--- src/rtl/status_pkg.sv ---
// Constants for the standard event status reporting block
package status_pkg;
    // Standard event latch bit positions
    localparam int SEL_PON_BIT = 7;
    localparam int SEL_CME_BIT = 5;
    localparam int SEL_EXE_BIT = 4;
    localparam int SEL_DDE_BIT = 3;
    localparam int SEL_QYE_BIT = 2;
    localparam int SEL_OPC_BIT = 0;
    localparam logic [7:0] SEL_USED_MASK = 8'hBD;
    // Status byte bit positions
    localparam int STB_OPER_BIT = 7;
    localparam int STB_MSS_BIT = 6;
    localparam int STB_ESB_BIT = 5;
    localparam int STB_MAV_BIT = 4;
    localparam int STB_QUES_BIT = 3;
    localparam int STB_ERRQ_BIT = 2;
    // Reset values
    localparam logic [7:0] MASK_RESET = 8'h00;
    localparam logic [7:0] SEL_RESET = 8'h80;
    // Reply of the completion query
    localparam logic [7:0] OPC_REPLY_CHAR = 8'h31;
    // Command codes from the message parser
    localparam logic [3:0] CMD_NONE = 4'h0;
    localparam logic [3:0] CMD_CLS = 4'h1;
    localparam logic [3:0] CMD_ESE = 4'h2;
    localparam logic [3:0] CMD_ESE_Q = 4'h3;
    localparam logic [3:0] CMD_ESR_Q = 4'h4;
    localparam logic [3:0] CMD_OPC = 4'h5;
    localparam logic [3:0] CMD_OPC_Q = 4'h6;
    localparam logic [3:0] CMD_IDN_Q = 4'h7;
    localparam logic [3:0] CMD_SRE = 4'h8;
    localparam logic [3:0] CMD_SRE_Q = 4'h9;
    localparam logic [3:0] CMD_STB_Q = 4'hA;
    localparam logic [3:0] CMD_POLL = 4'hB;
    localparam logic [3:0] CMD_OTHER = 4'hC;
    // Identification field selectors
    localparam logic [2:0] IDN_MAKER = 3'h0;
    localparam logic [2:0] IDN_MODEL = 3'h1;
    localparam logic [2:0] IDN_CALDATE = 3'h2;
    localparam logic [2:0] IDN_SERIAL = 3'h3;
    localparam logic [2:0] IDN_FIRMWARE = 3'h4;
    localparam logic [2:0] IDN_DONE = 3'h5;
    localparam int CALDATE_MAX_CHARS = 10;
endpackage

--- src/rtl/completion_tracker.sv ---
// Pending-operation tracker for the completion command
`timescale 1ns/100ps
`default_nettype none
module completion_tracker (
    input wire logic clk_i,
    input wire logic rst_n_i,
    input wire logic arm_i,
    input wire logic clear_i,
    input wire logic busy_i,
    output logic armed_o,
    output logic done_o
);
    logic armed_q;
    logic armed_d;
    logic done_q;
    logic done_d;

    // Fires once, the first idle cycle after arming; clear drops an arm
    assign done_d = armed_q && !busy_i && !clear_i;
    assign armed_d = clear_i ? 1'b0 : (arm_i ? 1'b1 : (done_d ? 1'b0 : armed_q));

    always_ff @(posedge clk_i or negedge rst_n_i) begin
        if (!rst_n_i) begin
            armed_q <= 1'b0;
            done_q <= 1'b0;
        end else begin
            armed_q <= armed_d;
            done_q <= done_d;
        end
    end

    assign armed_o = armed_q;
    assign done_o = done_q;
endmodule
`default_nettype wire

--- src/rtl/std_event_status.sv ---
// Standard event status register, enable mask, status byte and common queries
//
// Notes on behaviour
// - Clear-status zeroes event latch, operation/questionable events and status byte; masks kept.
// - Clear-status also empties the error queue.
// - Event mask takes 0..255 from controller and resets to zero.
// - Event summary, status bit 5, is set when latch AND mask is nonzero.
// - Latch bits: power-on 7, command 5, execution 4, device 3, query 2, complete 0.
// - Mask query returns the stored mask unchanged, with no side effect.
// - Latch query returns contents and clears them in the same operation.
// - Completion command sets bit 0 once earlier commands and level changes finish.
// - Completion command does not stall later commands.
// - Completion query queues ASCII 1 once pending work is finished.
// - While completion query is outstanding, later commands are held off.
// - Identification returns maker, model, cal date up to 10 chars, serial, firmware.
// - Parser and device errors set the matching latch error bits.
// - Status byte: oper 7, service 6, summary 5, message 4, ques 3, errq 2.
// - Bit 6 set when status byte AND service mask is nonzero; bit 6 not enableable.
// - Serial poll reports and resets request flag; status byte query leaves it.
`timescale 1ns/100ps
`default_nettype none
module std_event_status (
    input wire logic SYS_CLK_I,
    input wire logic RESET_N_I,
    input wire logic CMD_VALID_I,
    input wire logic [3:0] CMD_CODE_I,
    input wire logic [7:0] CMD_ARG_I,
    output logic CMD_READY_O,
    input wire logic BUSY_I,
    input wire logic ERR_CMD_I,
    input wire logic ERR_EXEC_I,
    input wire logic ERR_DEV_I,
    input wire logic ERR_QUERY_I,
    input wire logic OPER_SUM_I,
    input wire logic QUES_SUM_I,
    input wire logic MSG_AVAIL_I,
    input wire logic ERRQ_NONEMPTY_I,
    output logic CLEAR_EVENTS_O,
    output logic REPLY_VALID_O,
    output logic [7:0] REPLY_DATA_O,
    output logic REPLY_CHAR_O,
    output logic IDN_VALID_O,
    output logic [2:0] IDN_FIELD_O,
    output logic [7:0] EVENT_MASK_O,
    output logic [7:0] SERVICE_MASK_O,
    output logic [7:0] STATUS_BYTE_O,
    output logic SRQ_O
);
    typedef enum logic [1:0] {ST_RUN, ST_WAIT_OPC, ST_IDN} state_e;

    state_e state_q;
    state_e state_d;
    logic [7:0] sel_q;
    logic [7:0] sel_d;
    logic [7:0] ese_q;
    logic [7:0] sre_q;
    logic rqs_q;
    logic rqs_d;
    logic [7:0] stb_q;
    logic clr_q;
    logic rv_q;
    logic [7:0] rd_q;
    logic rc_q;
    logic [7:0] rd_d;
    logic rv_d;
    logic rc_d;
    logic iv_q;
    logic [2:0] if_q;
    logic ready_q;

    wire take = CMD_VALID_I && (state_q == ST_RUN);
    wire is_cls = take && CMD_CODE_I == status_pkg::CMD_CLS;
    wire is_ese = take && CMD_CODE_I == status_pkg::CMD_ESE;
    wire is_esr_q = take && CMD_CODE_I == status_pkg::CMD_ESR_Q;
    wire is_opc = take && CMD_CODE_I == status_pkg::CMD_OPC;
    wire is_opc_q = take && CMD_CODE_I == status_pkg::CMD_OPC_Q;
    wire is_idn = take && CMD_CODE_I == status_pkg::CMD_IDN_Q;
    wire is_sre = take && CMD_CODE_I == status_pkg::CMD_SRE;
    wire is_poll = take && CMD_CODE_I == status_pkg::CMD_POLL;

    wire opc_done;
    completion_tracker u_opc (
        .clk_i(SYS_CLK_I),
        .rst_n_i(RESET_N_I),
        .arm_i(is_opc),
        .clear_i(is_cls),
        .busy_i(BUSY_I),
        .armed_o(),
        .done_o(opc_done)
    );

    // Fresh events this cycle; they win over a read-and-clear in the same cycle
    wire [7:0] sel_set = ({7'h00, opc_done} << status_pkg::SEL_OPC_BIT)
        | ({7'h00, ERR_CMD_I} << status_pkg::SEL_CME_BIT)
        | ({7'h00, ERR_EXEC_I} << status_pkg::SEL_EXE_BIT)
        | ({7'h00, ERR_DEV_I} << status_pkg::SEL_DDE_BIT)
        | ({7'h00, ERR_QUERY_I} << status_pkg::SEL_QYE_BIT);
    // Sticky latch, cleared only by read-and-clear or clear-status
    assign sel_d = (((is_esr_q || is_cls) ? 8'h00 : sel_q) | sel_set) & status_pkg::SEL_USED_MASK;

    // Next mask, so a mask write reaches the summary on the same edge as a latch change
    wire [7:0] ese_d = is_ese ? CMD_ARG_I : ese_q;
    wire esb = |(sel_d & ese_d);
    wire [7:0] stb_base = ({7'h00, OPER_SUM_I} << status_pkg::STB_OPER_BIT)
        | ({7'h00, esb} << status_pkg::STB_ESB_BIT)
        | ({7'h00, MSG_AVAIL_I} << status_pkg::STB_MAV_BIT)
        | ({7'h00, QUES_SUM_I} << status_pkg::STB_QUES_BIT)
        | ({7'h00, ERRQ_NONEMPTY_I && !is_cls} << status_pkg::STB_ERRQ_BIT);
    // Bit 6 of the service mask is ignored since base bit 6 is always zero
    wire mss = |(stb_base & sre_q);
    wire [7:0] stb_d = is_cls ? 8'h00 : (stb_base | ({7'h00, mss} << status_pkg::STB_MSS_BIT));

    // Request flag rises with a new summary; poll resets it unless a new rise lands
    wire mss_rise = mss && !stb_q[status_pkg::STB_MSS_BIT];
    assign rqs_d = mss_rise || (rqs_q && !is_poll && !is_cls);

    always_comb begin
        rv_d = 1'b0;
        rc_d = 1'b0;
        rd_d = 8'h00;
        if (take && CMD_CODE_I == status_pkg::CMD_ESE_Q) begin
            rv_d = 1'b1;
            rd_d = ese_q;
        end else if (is_esr_q) begin
            rv_d = 1'b1;
            rd_d = sel_q;
        end else if (take && CMD_CODE_I == status_pkg::CMD_SRE_Q) begin
            rv_d = 1'b1;
            rd_d = sre_q;
        end else if (take && CMD_CODE_I == status_pkg::CMD_STB_Q) begin
            rv_d = 1'b1;
            rd_d = stb_q;
        end else if (is_poll) begin
            rv_d = 1'b1;
            rd_d = {stb_q[7], rqs_q, stb_q[5:0]};
        end else if (state_q == ST_WAIT_OPC && !BUSY_I) begin
            rv_d = 1'b1;
            rc_d = 1'b1;
            rd_d = status_pkg::OPC_REPLY_CHAR;
        end
    end

    always_comb begin
        state_d = state_q;
        case (state_q)
            ST_RUN: begin
                if (is_opc_q) begin
                    state_d = ST_WAIT_OPC;
                end else if (is_idn) begin
                    state_d = ST_IDN;
                end
            end
            ST_WAIT_OPC: begin
                if (!BUSY_I) begin
                    state_d = ST_RUN;
                end
            end
            ST_IDN: begin
                if (if_q == status_pkg::IDN_FIRMWARE) begin
                    state_d = ST_RUN;
                end
            end
            default: state_d = ST_RUN;
        endcase
    end

    always_ff @(posedge SYS_CLK_I or negedge RESET_N_I) begin
        if (!RESET_N_I) begin
            state_q <= ST_RUN;
            sel_q <= status_pkg::SEL_RESET;
            ese_q <= status_pkg::MASK_RESET;
            sre_q <= status_pkg::MASK_RESET;
            rqs_q <= 1'b0;
            stb_q <= 8'h00;
            clr_q <= 1'b0;
            rv_q <= 1'b0;
            rd_q <= 8'h00;
            rc_q <= 1'b0;
            ready_q <= 1'b1;
        end else begin
            state_q <= state_d;
            ready_q <= (state_d == ST_RUN);
            sel_q <= sel_d;
            if (is_ese) begin
                ese_q <= CMD_ARG_I;
            end
            if (is_sre) begin
                sre_q <= CMD_ARG_I & ~(8'h01 << status_pkg::STB_MSS_BIT);
            end
            rqs_q <= rqs_d;
            stb_q <= stb_d;
            clr_q <= is_cls;
            rv_q <= rv_d;
            rd_q <= rd_d;
            rc_q <= rc_d;
        end
    end

    // Identification fields are streamed as selectors; the text lives with the firmware
    always_ff @(posedge SYS_CLK_I or negedge RESET_N_I) begin
        if (!RESET_N_I) begin
            iv_q <= 1'b0;
            if_q <= status_pkg::IDN_MAKER;
        end else if (is_idn) begin
            iv_q <= 1'b1;
            if_q <= status_pkg::IDN_MAKER;
        end else if (state_q == ST_IDN && if_q != status_pkg::IDN_FIRMWARE) begin
            iv_q <= 1'b1;
            if_q <= if_q + 3'h1;
        end else begin
            iv_q <= 1'b0;
            if_q <= status_pkg::IDN_DONE;
        end
    end

    // Held low during the completion query wait and the ident stream; completion command never stalls
    assign CMD_READY_O = ready_q;
    assign CLEAR_EVENTS_O = clr_q;
    assign REPLY_VALID_O = rv_q;
    assign REPLY_DATA_O = rd_q;
    assign REPLY_CHAR_O = rc_q;
    assign IDN_VALID_O = iv_q;
    assign IDN_FIELD_O = if_q;
    assign EVENT_MASK_O = ese_q;
    assign SERVICE_MASK_O = sre_q;
    assign STATUS_BYTE_O = stb_q;
    assign SRQ_O = rqs_q;
endmodule
`default_nettype wire

--- config.mk ---
export PLATFORM = sky130hd
export DESIGN_NAME = std_event_status
export DESIGN_NICKNAME = d
export VERILOG_FILES = /design/src/rtl/status_pkg.sv /design/src/rtl/completion_tracker.sv /design/src/rtl/std_event_status.sv
export SDC_FILE = /design/constraint.sdc
export NUM_CORES = 1
export LEC_CHECK = 0
export BUFFER_PORTS_ARGS = -buffer_cell sky130_fd_sc_hd__buf_4
export CORE_ASPECT_RATIO = 1.2
export CORE_UTILIZATION = 43
export CTS_CLUSTER_SIZE = 28
export DETAILED_ROUTE_END_ITERATION = 16
export MAX_ROUTING_LAYER = met4
export PLACE_DENSITY = 0.72
export SYNTH_ARGS = -nofsm -noshare
export SYNTH_HDL_FRONTEND = slang
export SYNTH_SLANG_ARGS = --single-unit
--- constraint.sdc ---
create_clock -name SYS_CLK_I -period 1.9 [get_ports SYS_CLK_I]
set_clock_uncertainty 0.15 [all_clocks]
set_input_delay 0.095 -clock SYS_CLK_I [delete_from_list [all_inputs] [get_ports SYS_CLK_I]]
set_output_delay 0.095 -clock SYS_CLK_I [all_outputs]
set_load 0.01 [all_outputs]
==> impl_metrics.env, run 1 <==
export IMPL_status="complete, but fails checks"
export IMPL_violations="negative setup slack"
export IMPL_tightest_slew_ns=1.33
export IMPL_wl_per_cell_um=17.9
export IMPL_antenna_found_initial=0
export IMPL_rsz0062_at_grt="true"
export IMPL_endpoint_kind="flip-flop"
export IMPL_p_leak_nw=1.75
export IMPL_fin_crit_sh=1.18
export IMPL_switchingPower_mw=1.31
export IMPL_yosysTopAreaCell="dfrtp_1"
export IMPL_pwr_share_seq=0.392
export IMPL_final_core_util=0.693
export IMPL_fin_nets=371
export IMPL_drtPass1Iterations=4
export IMPL_reg2reg_from="state_q[1]"
export IMPL_worstPathRequired_ns=1.94
export IMPL_htree_levels=2
export IMPL_whs_endpoint="u_opc.armed_o"
export IMPL_drive_gt1_frac=0.457
export IMPL_grt_max_degree=49
export IMPL_ys_warn_count=0
export IMPL_cp_max_fo=6
export IMPL_drc=0
export IMPL_slew_headroom=0.110
export IMPL_grt_pass1_wl_mm=11.3
export IMPL_yosys_most_used_dff="dfrtp_1"
export IMPL_cts_buffer_depth=2
export IMPL_cts_tree="built"
export IMPL_power_frac_comb=0.414
export IMPL_cts_sinks=48
export IMPL_numCtsBuffers=5
export IMPL_critPathLaunchType="flip-flop"
export IMPL_n_antenna_cell=0
export IMPL_peakVddDrop_v=0.000862
export IMPL_drt_initial_drc_count=177
export IMPL_whs_ns=0.0439
export IMPL_avgSynthCellArea_sq_um=10.4
export IMPL_synth_edff_count=0
export IMPL_worst_slack_ns=-0.333
export IMPL_start_util=0.446
export IMPL_fp_dieW_um=69.4
export IMPL_synth_top_area_share=0.491
export IMPL_syn_inst=225
export IMPL_ys_top_cells_by_area="dfrtp_1 49%, mux2_4 4.5%, a21oi_1 3.8%, nor2_1 3.0%, nand3_1 2.8%"
export IMPL_grt_usage=0.262
export IMPL_timing_rr_end="SRQ_O"
export IMPL_pin_count=65
export IMPL_yosysUniqueCellTypes=54
export IMPL_gr_total_overflow=0
export IMPL_powerDensity_nw_per_um2=1050
export IMPL_critPathArrivalTime_ns=2.27
export IMPL_async_flop_share=1.00
export IMPL_clk_pin_slew_worst_paths_ns=0.09
export IMPL_report_final_slew_viol_count=0
export IMPL_cts_root_buf="clkbuf_8"
export IMPL_clkLatencyLatePin_ns=0.31
export IMPL_routed_wl_mm=7.32
export IMPL_gp_congestion=0.929
export IMPL_hold_viol_final=0
export IMPL_path_class="reg -> reg"
export IMPL_min_path_cells=4
export IMPL_pwr_share_clk=0.193
export IMPL_synthToLayoutAreaGrowth_pct=55.4
export IMPL_fmax_mhz=448
export IMPL_die_h_um=82.9
export IMPL_swShare=0.343
export IMPL_hpwl_mm=4.96
export IMPL_core_area_sq_um=5260
export IMPL_vias=2268
export IMPL_vias_per_cell=5.56
export IMPL_netlist_area_sq_um=2350
export IMPL_fp_dieArea_sq_um=5760
export IMPL_pre_cts_ws_ns=-0.276
export IMPL_hold_path_class="in -> reg"
export IMPL_ant_nets=0
export IMPL_grt_pass1_vias=2237
export IMPL_finalSetupViolations=17
export IMPL_ys_seq_elements=48
export IMPL_period_minus_slack_ns=2.23
export IMPL_io_buffers=61
export IMPL_r2r_setup_slack_ns=-0.33
export IMPL_power_internal_mw=2.52
export IMPL_rows=29
export IMPL_worstHoldStart="CMD_CODE_I[2]"
export IMPL_ff2ff_path_depth=7
export IMPL_yosysSeqAreaShare=0.513
export IMPL_fin_setup_tns_ns=-3.71
export IMPL_maxCapViolations=0
[cell usage after synthesis (3+ instances only)]
cell type,count
a21o_1,3
clkbuf_1,3
a21oi_1,18
buf_6,3
nor2_1,19
nand3_1,13
and2_1,5
o221a_2,3
buf_2,4
mux2_4,7
inv_1,10
buf_4,4
nand2b_1,3
nand2_1,16
dfrtp_1,46
a211oi_1,5
nor4_1,5
nor3b_1,3
o21ai_0,10
[area by class of cell]
| cell class | count | area [sq um] |
|---|---|---|
| Tap cell | 62 | 77.6 |
| Sequential cell | 48 | 1200 |
| Clock inverter | 2 | 35.0 |
| Timing Repair Buffer | 127 | 1050 |
| Clock buffer | 6 | 72.6 |
| Fill cell | 375 | 1620 |
| Multi-Input combinational cell | 153 | 1170 |
| Inverter | 10 | 37.5 |
[how the worst max path moves through the flow]
stage          startpoint           endpoint
6_report       state_q[1]              SRQ_O
5_1_grt        state_q[1]              SRQ_O
4_1_cts        state_q[1]              SRQ_O
3_5_place_dp   state_q[0]              SRQ_O
3_3_place_gp   state_q[0]   STATUS_BYTE_O[5]
2_1_floorplan  state_q[0]  SERVICE_MASK_O[0]
[critical path, stage by stage (launching register included)]
cell and delay (ns):
dfrtp_1 0.40, or4b_1 0.54, buf_6 0.17, nor4_4 0.21, a211oi_2 0.09, nor4_2 0.30
buf_4 0.18, a21oi_1 0.07
[state kept, by name, summed over array words and instances, names as in the netlist]
name,flops
sel_q,6
SERVICE_MASK_O,7
STATUS_BYTE_O,6
u_opc.armed_o,1
SRQ_O,1
REPLY_CHAR_O,1
CMD_READY_O,1
IDN_VALID_O,1
CLEAR_EVENTS_O,1
EVENT_MASK_O,8
REPLY_DATA_O,8
u_opc.done_o,1
REPLY_VALID_O,1
IDN_FIELD_O,3
state_q,2
[power by group through the flow]
| stage | logic (mW) | clock network [mW] | registers, mW |
|---|---|---|---|
| detailed placement | 1.44 | 0 | 1.50 |
| global placement | 1.40 | 0 | 1.49 |
| finish | 1.59 | 0.741 | 1.50 |
| global route | 1.71 | 0.796 | 1.53 |
| floorplan | 0.601 | 0 | 1.57 |
| CTS | 1.50 | 0.749 | 1.49 |
[cell families after synthesis]
kind of cell / count (synthesis) / share of synthesized area
other: 1 / 0.00160
AOI/OAI and AO/OA: 55 / 0.156
and+or+nand+nor: 81 / 0.194
buffers and inverters: 26 / 0.0597
DFF: 48 / 0.513
xor gates and xnor gates: 3 / 0.0112
adders and majority gates: 2 / 0.0107
muxes: 9 / 0.0544
[placed cells by master, fill, tap and decap left out, drive strengths merged, types with 3 or more instances in the layout]
cell and n:
inv 10, o221a 3, mux2 9, nand3 13, clkbuf 6, nand2 16
nand2b 3, buf 109, o21ai 11, dlygate4sd3 18, a211oi 5, or2 3
a21o 3, conb 3, nor2 19, and2 5, a21oi 18, nor3b 3
nor4 7, dfrtp 46
[per-stage QoR]
stage	cells	area, sq um	total power, mW
finish	408	3650	3.83
global route	408	3650	4.03
CTS	405	3540	3.74
detailed placement	375	3170	2.94
global placement	375	3170	2.90
floorplan	227	2430	2.17
[routing by layer]
layer	vias to the layer above	share of wire	GRT usage
met5	-	0	-
met2	111	0.52	0.423
met1	1099	0.38	0.322
li1	1039	-	-
met4	0	0.031	0.115
met3	19	0.066	0.0437
[repair_timing]
item                                    4_1_cts  5_1_grt
gates resized for setup                      15       20
buffers inserted                              4        3
hold buffers                                 18        0
hold endpoints to repair                     68        0
pin swaps                                     2        6
endpoints found under the setup margin       18       19
Power figures use the tool's default switching activity.
==> run 2, diff against run 1 <==
- PLACE_DENSITY: 0.72 -> 0.7
- clock period: 1.9 -> 2.7 ns (I/O delays scaled with it)
==> run 2 against run 1 <==
- the flow now finishes without violations
- fmax fell by 5.8%
- clock power is 45% lower
- critical path depth shrank 2
- global-route usage decreased by 4.3 points
- sequential cell count unchanged
- utilization shrank 11 points
- final area shrank 15%
- die area did not move
- via count fell by 14%
- register-to-register slack improved by 0.66 ns
- combinational power down 45%
- sequential power decreased by 29%
==> impl_metrics.env, run 2 (synthesis gave the netlist of run 1 again) <==
export IMPL_gp_congestion=0.870
export IMPL_path_class="reg -> reg"
export IMPL_drt_initial_drc_count=170
export IMPL_cts_tree="built"
export IMPL_clkLatencyLatePin_ns=0.30
export IMPL_power_internal_mw=1.53
export IMPL_critPathMaxStageDelay_ns=0.66
export IMPL_path_cells="or4b_1, nor4_1, a211oi_1, nor4_2, a21oi_1"
export IMPL_worstPathRequired_ns=2.71
export IMPL_pre_cts_ws_ns=0.380
export IMPL_grt_pass1_vias=1919
export IMPL_period_minus_slack_ns=2.37
export IMPL_grt_max_degree=49
export IMPL_cp_max_fo=6
export IMPL_n_antenna_cell=0
export IMPL_fin_area_sq_um=3080
export IMPL_tightest_slew_ns=0.703
export IMPL_powerDensity_nw_per_um2=758
export IMPL_vias=1948
export IMPL_routed_wl_mm=5.92
export IMPL_grt_usage=0.218
export IMPL_top_layer="met4"
export IMPL_htree_levels=2
export IMPL_drc=0
export IMPL_power_frac_comb=0.374
export IMPL_layout_common_cells="66 x buf_4, 46 x dfrtp_1, 19 x nor2_1, 18 x a21oi_1, 18 x dlygate4sd3_1"
export IMPL_whs_ns=0.0237
export IMPL_cts_root_buf="clkbuf_8"
export IMPL_fp_dieW_um=69.4
export IMPL_wl_met3_um=331
export IMPL_cp_top_family="simple AND/OR/NAND/NOR gates"
export IMPL_finalSetupViolations=0
export IMPL_worst_slack_ns=0.330
export IMPL_place_area_sq_um=2820
export IMPL_fp_dieArea_sq_um=5760
export IMPL_swShare=0.344
export IMPL_crit_slowest_cell="or4b_1"
export IMPL_core_area_sq_um=5260
export IMPL_pwr_share_clk=0.174
export IMPL_start_util=0.446
export IMPL_antenna_found_initial=0
export IMPL_vias_per_cell=5.35
export IMPL_slew_headroom=0.530
export IMPL_finalPower_mw=2.34
export IMPL_pin_count=65
export IMPL_critPathLaunchType="flip-flop"
export IMPL_gr_total_overflow=0
export IMPL_io_buffers=61
export IMPL_hold_viol_final=0
export IMPL_post_cts_resize_count=0
export IMPL_fmax_mhz=422
export IMPL_maxCapViolations=0
export IMPL_grt_pass1_wl_mm=9.53
export IMPL_dr_wl_met2_mm=2.81
export IMPL_endpoint_kind="flip-flop"
export IMPL_fin_crit_sh=0.878
export IMPL_drive_gt1_frac=0.311
export IMPL_cts_buffer_depth=2
export IMPL_die_h_um=82.9
export IMPL_switchingPower_mw=0.804
export IMPL_peakVddDrop_v=0.000485
export IMPL_hold_path_class="in -> reg"
export IMPL_critPathArrivalTime_ns=2.38
export IMPL_status="finished clean"
export IMPL_pwr_share_seq=0.453
export IMPL_p_leak_nw=1.48
export IMPL_critical_path_buf_inv_count=0
export IMPL_final_common_cell="buf_4"
export IMPL_cts_sinks=48
export IMPL_drtPass1Iterations=4
export IMPL_wl_met1_mm=2.68
export IMPL_hpwl_mm=4.35
export IMPL_fin_nets=328
export IMPL_ant_nets=0
export IMPL_wl_per_cell_um=16.3
export IMPL_clk_pin_slew_worst_paths_ns=0.08
export IMPL_fin_setup_tns_ns=0
export IMPL_numCtsBuffers=5
export IMPL_rsz0062_at_grt="false"
export IMPL_synthToLayoutAreaGrowth_pct=31.4
export IMPL_rows=29
export IMPL_report_final_slew_viol_count=0
run 2: through the flow:
step	utilization	instances
6_report	0.586	364
5_1_grt	0.586	364
4_1_cts	0.586	364
3_5_place_dp	0.537	339
3_3_place_gp	0.537	339
2_1_floorplan	-	227
run 2: per-layer routing:
layer	global-route usage	vias up
li1	-	948
met1	0.285	926
met2	0.344	67
met3	0.0352	7
met4	0.0798	0
met5	-	-
run 2: worst reg2reg max path: cells and delay by family (launching register included):
| kind | cells | cell delay [ns] |
|---|---|---|
| compound gates | 2 | 0.25 |
| simple gates | 3 | 1.40 |
| flops | 1 | 0.43 |
run 2: timing repair:
item | in CTS | in global routing
hold buffers | 18 | 0
hold endpoints to repair | 72 | 0
setup buffers | 0 | 0
run 2: power groups by stage:
| stage | clock network [mW] | registers, mW | logic (mW) |
|---|---|---|---|
| floorplan | 0 | 1.10 | 0.405 |
| CTS | 0.411 | 1.06 | 0.874 |
| global placement | 0 | 1.07 | 0.838 |
| detailed placement | 0 | 1.07 | 0.853 |
| finish | 0.405 | 1.06 | 0.873 |
| global route | 0.450 | 1.08 | 0.947 |
run 2: cell type report:
class                           count  area, sq um
Clock inverter                      1         5.00
Clock buffer                        6         72.6
Sequential cell                    48         1200
Timing Repair Buffer               84          676
Tap cell                           62         77.6
Multi-Input combinational cell    153         1010
Inverter                           10         37.5
Fill cell                         468         2180
run 2: worst paths after layout:
kind                               start               end  slack (ns)  cells past startpoint
setup / recovery              state_q[1]             SRQ_O        0.33                      5
hold / removal             CMD_CODE_I[2]     u_opc.armed_o        0.02                      3
setup reg to reg              state_q[1]             SRQ_O        0.33                      5
hold reg to reg             u_opc.done_o          sel_q[0]        0.33                      1
max in group asynchronous      RESET_N_I     REPLY_VALID_O        1.76                      2
min in group asynchronous      RESET_N_I  STATUS_BYTE_O[3]        0.23                      2
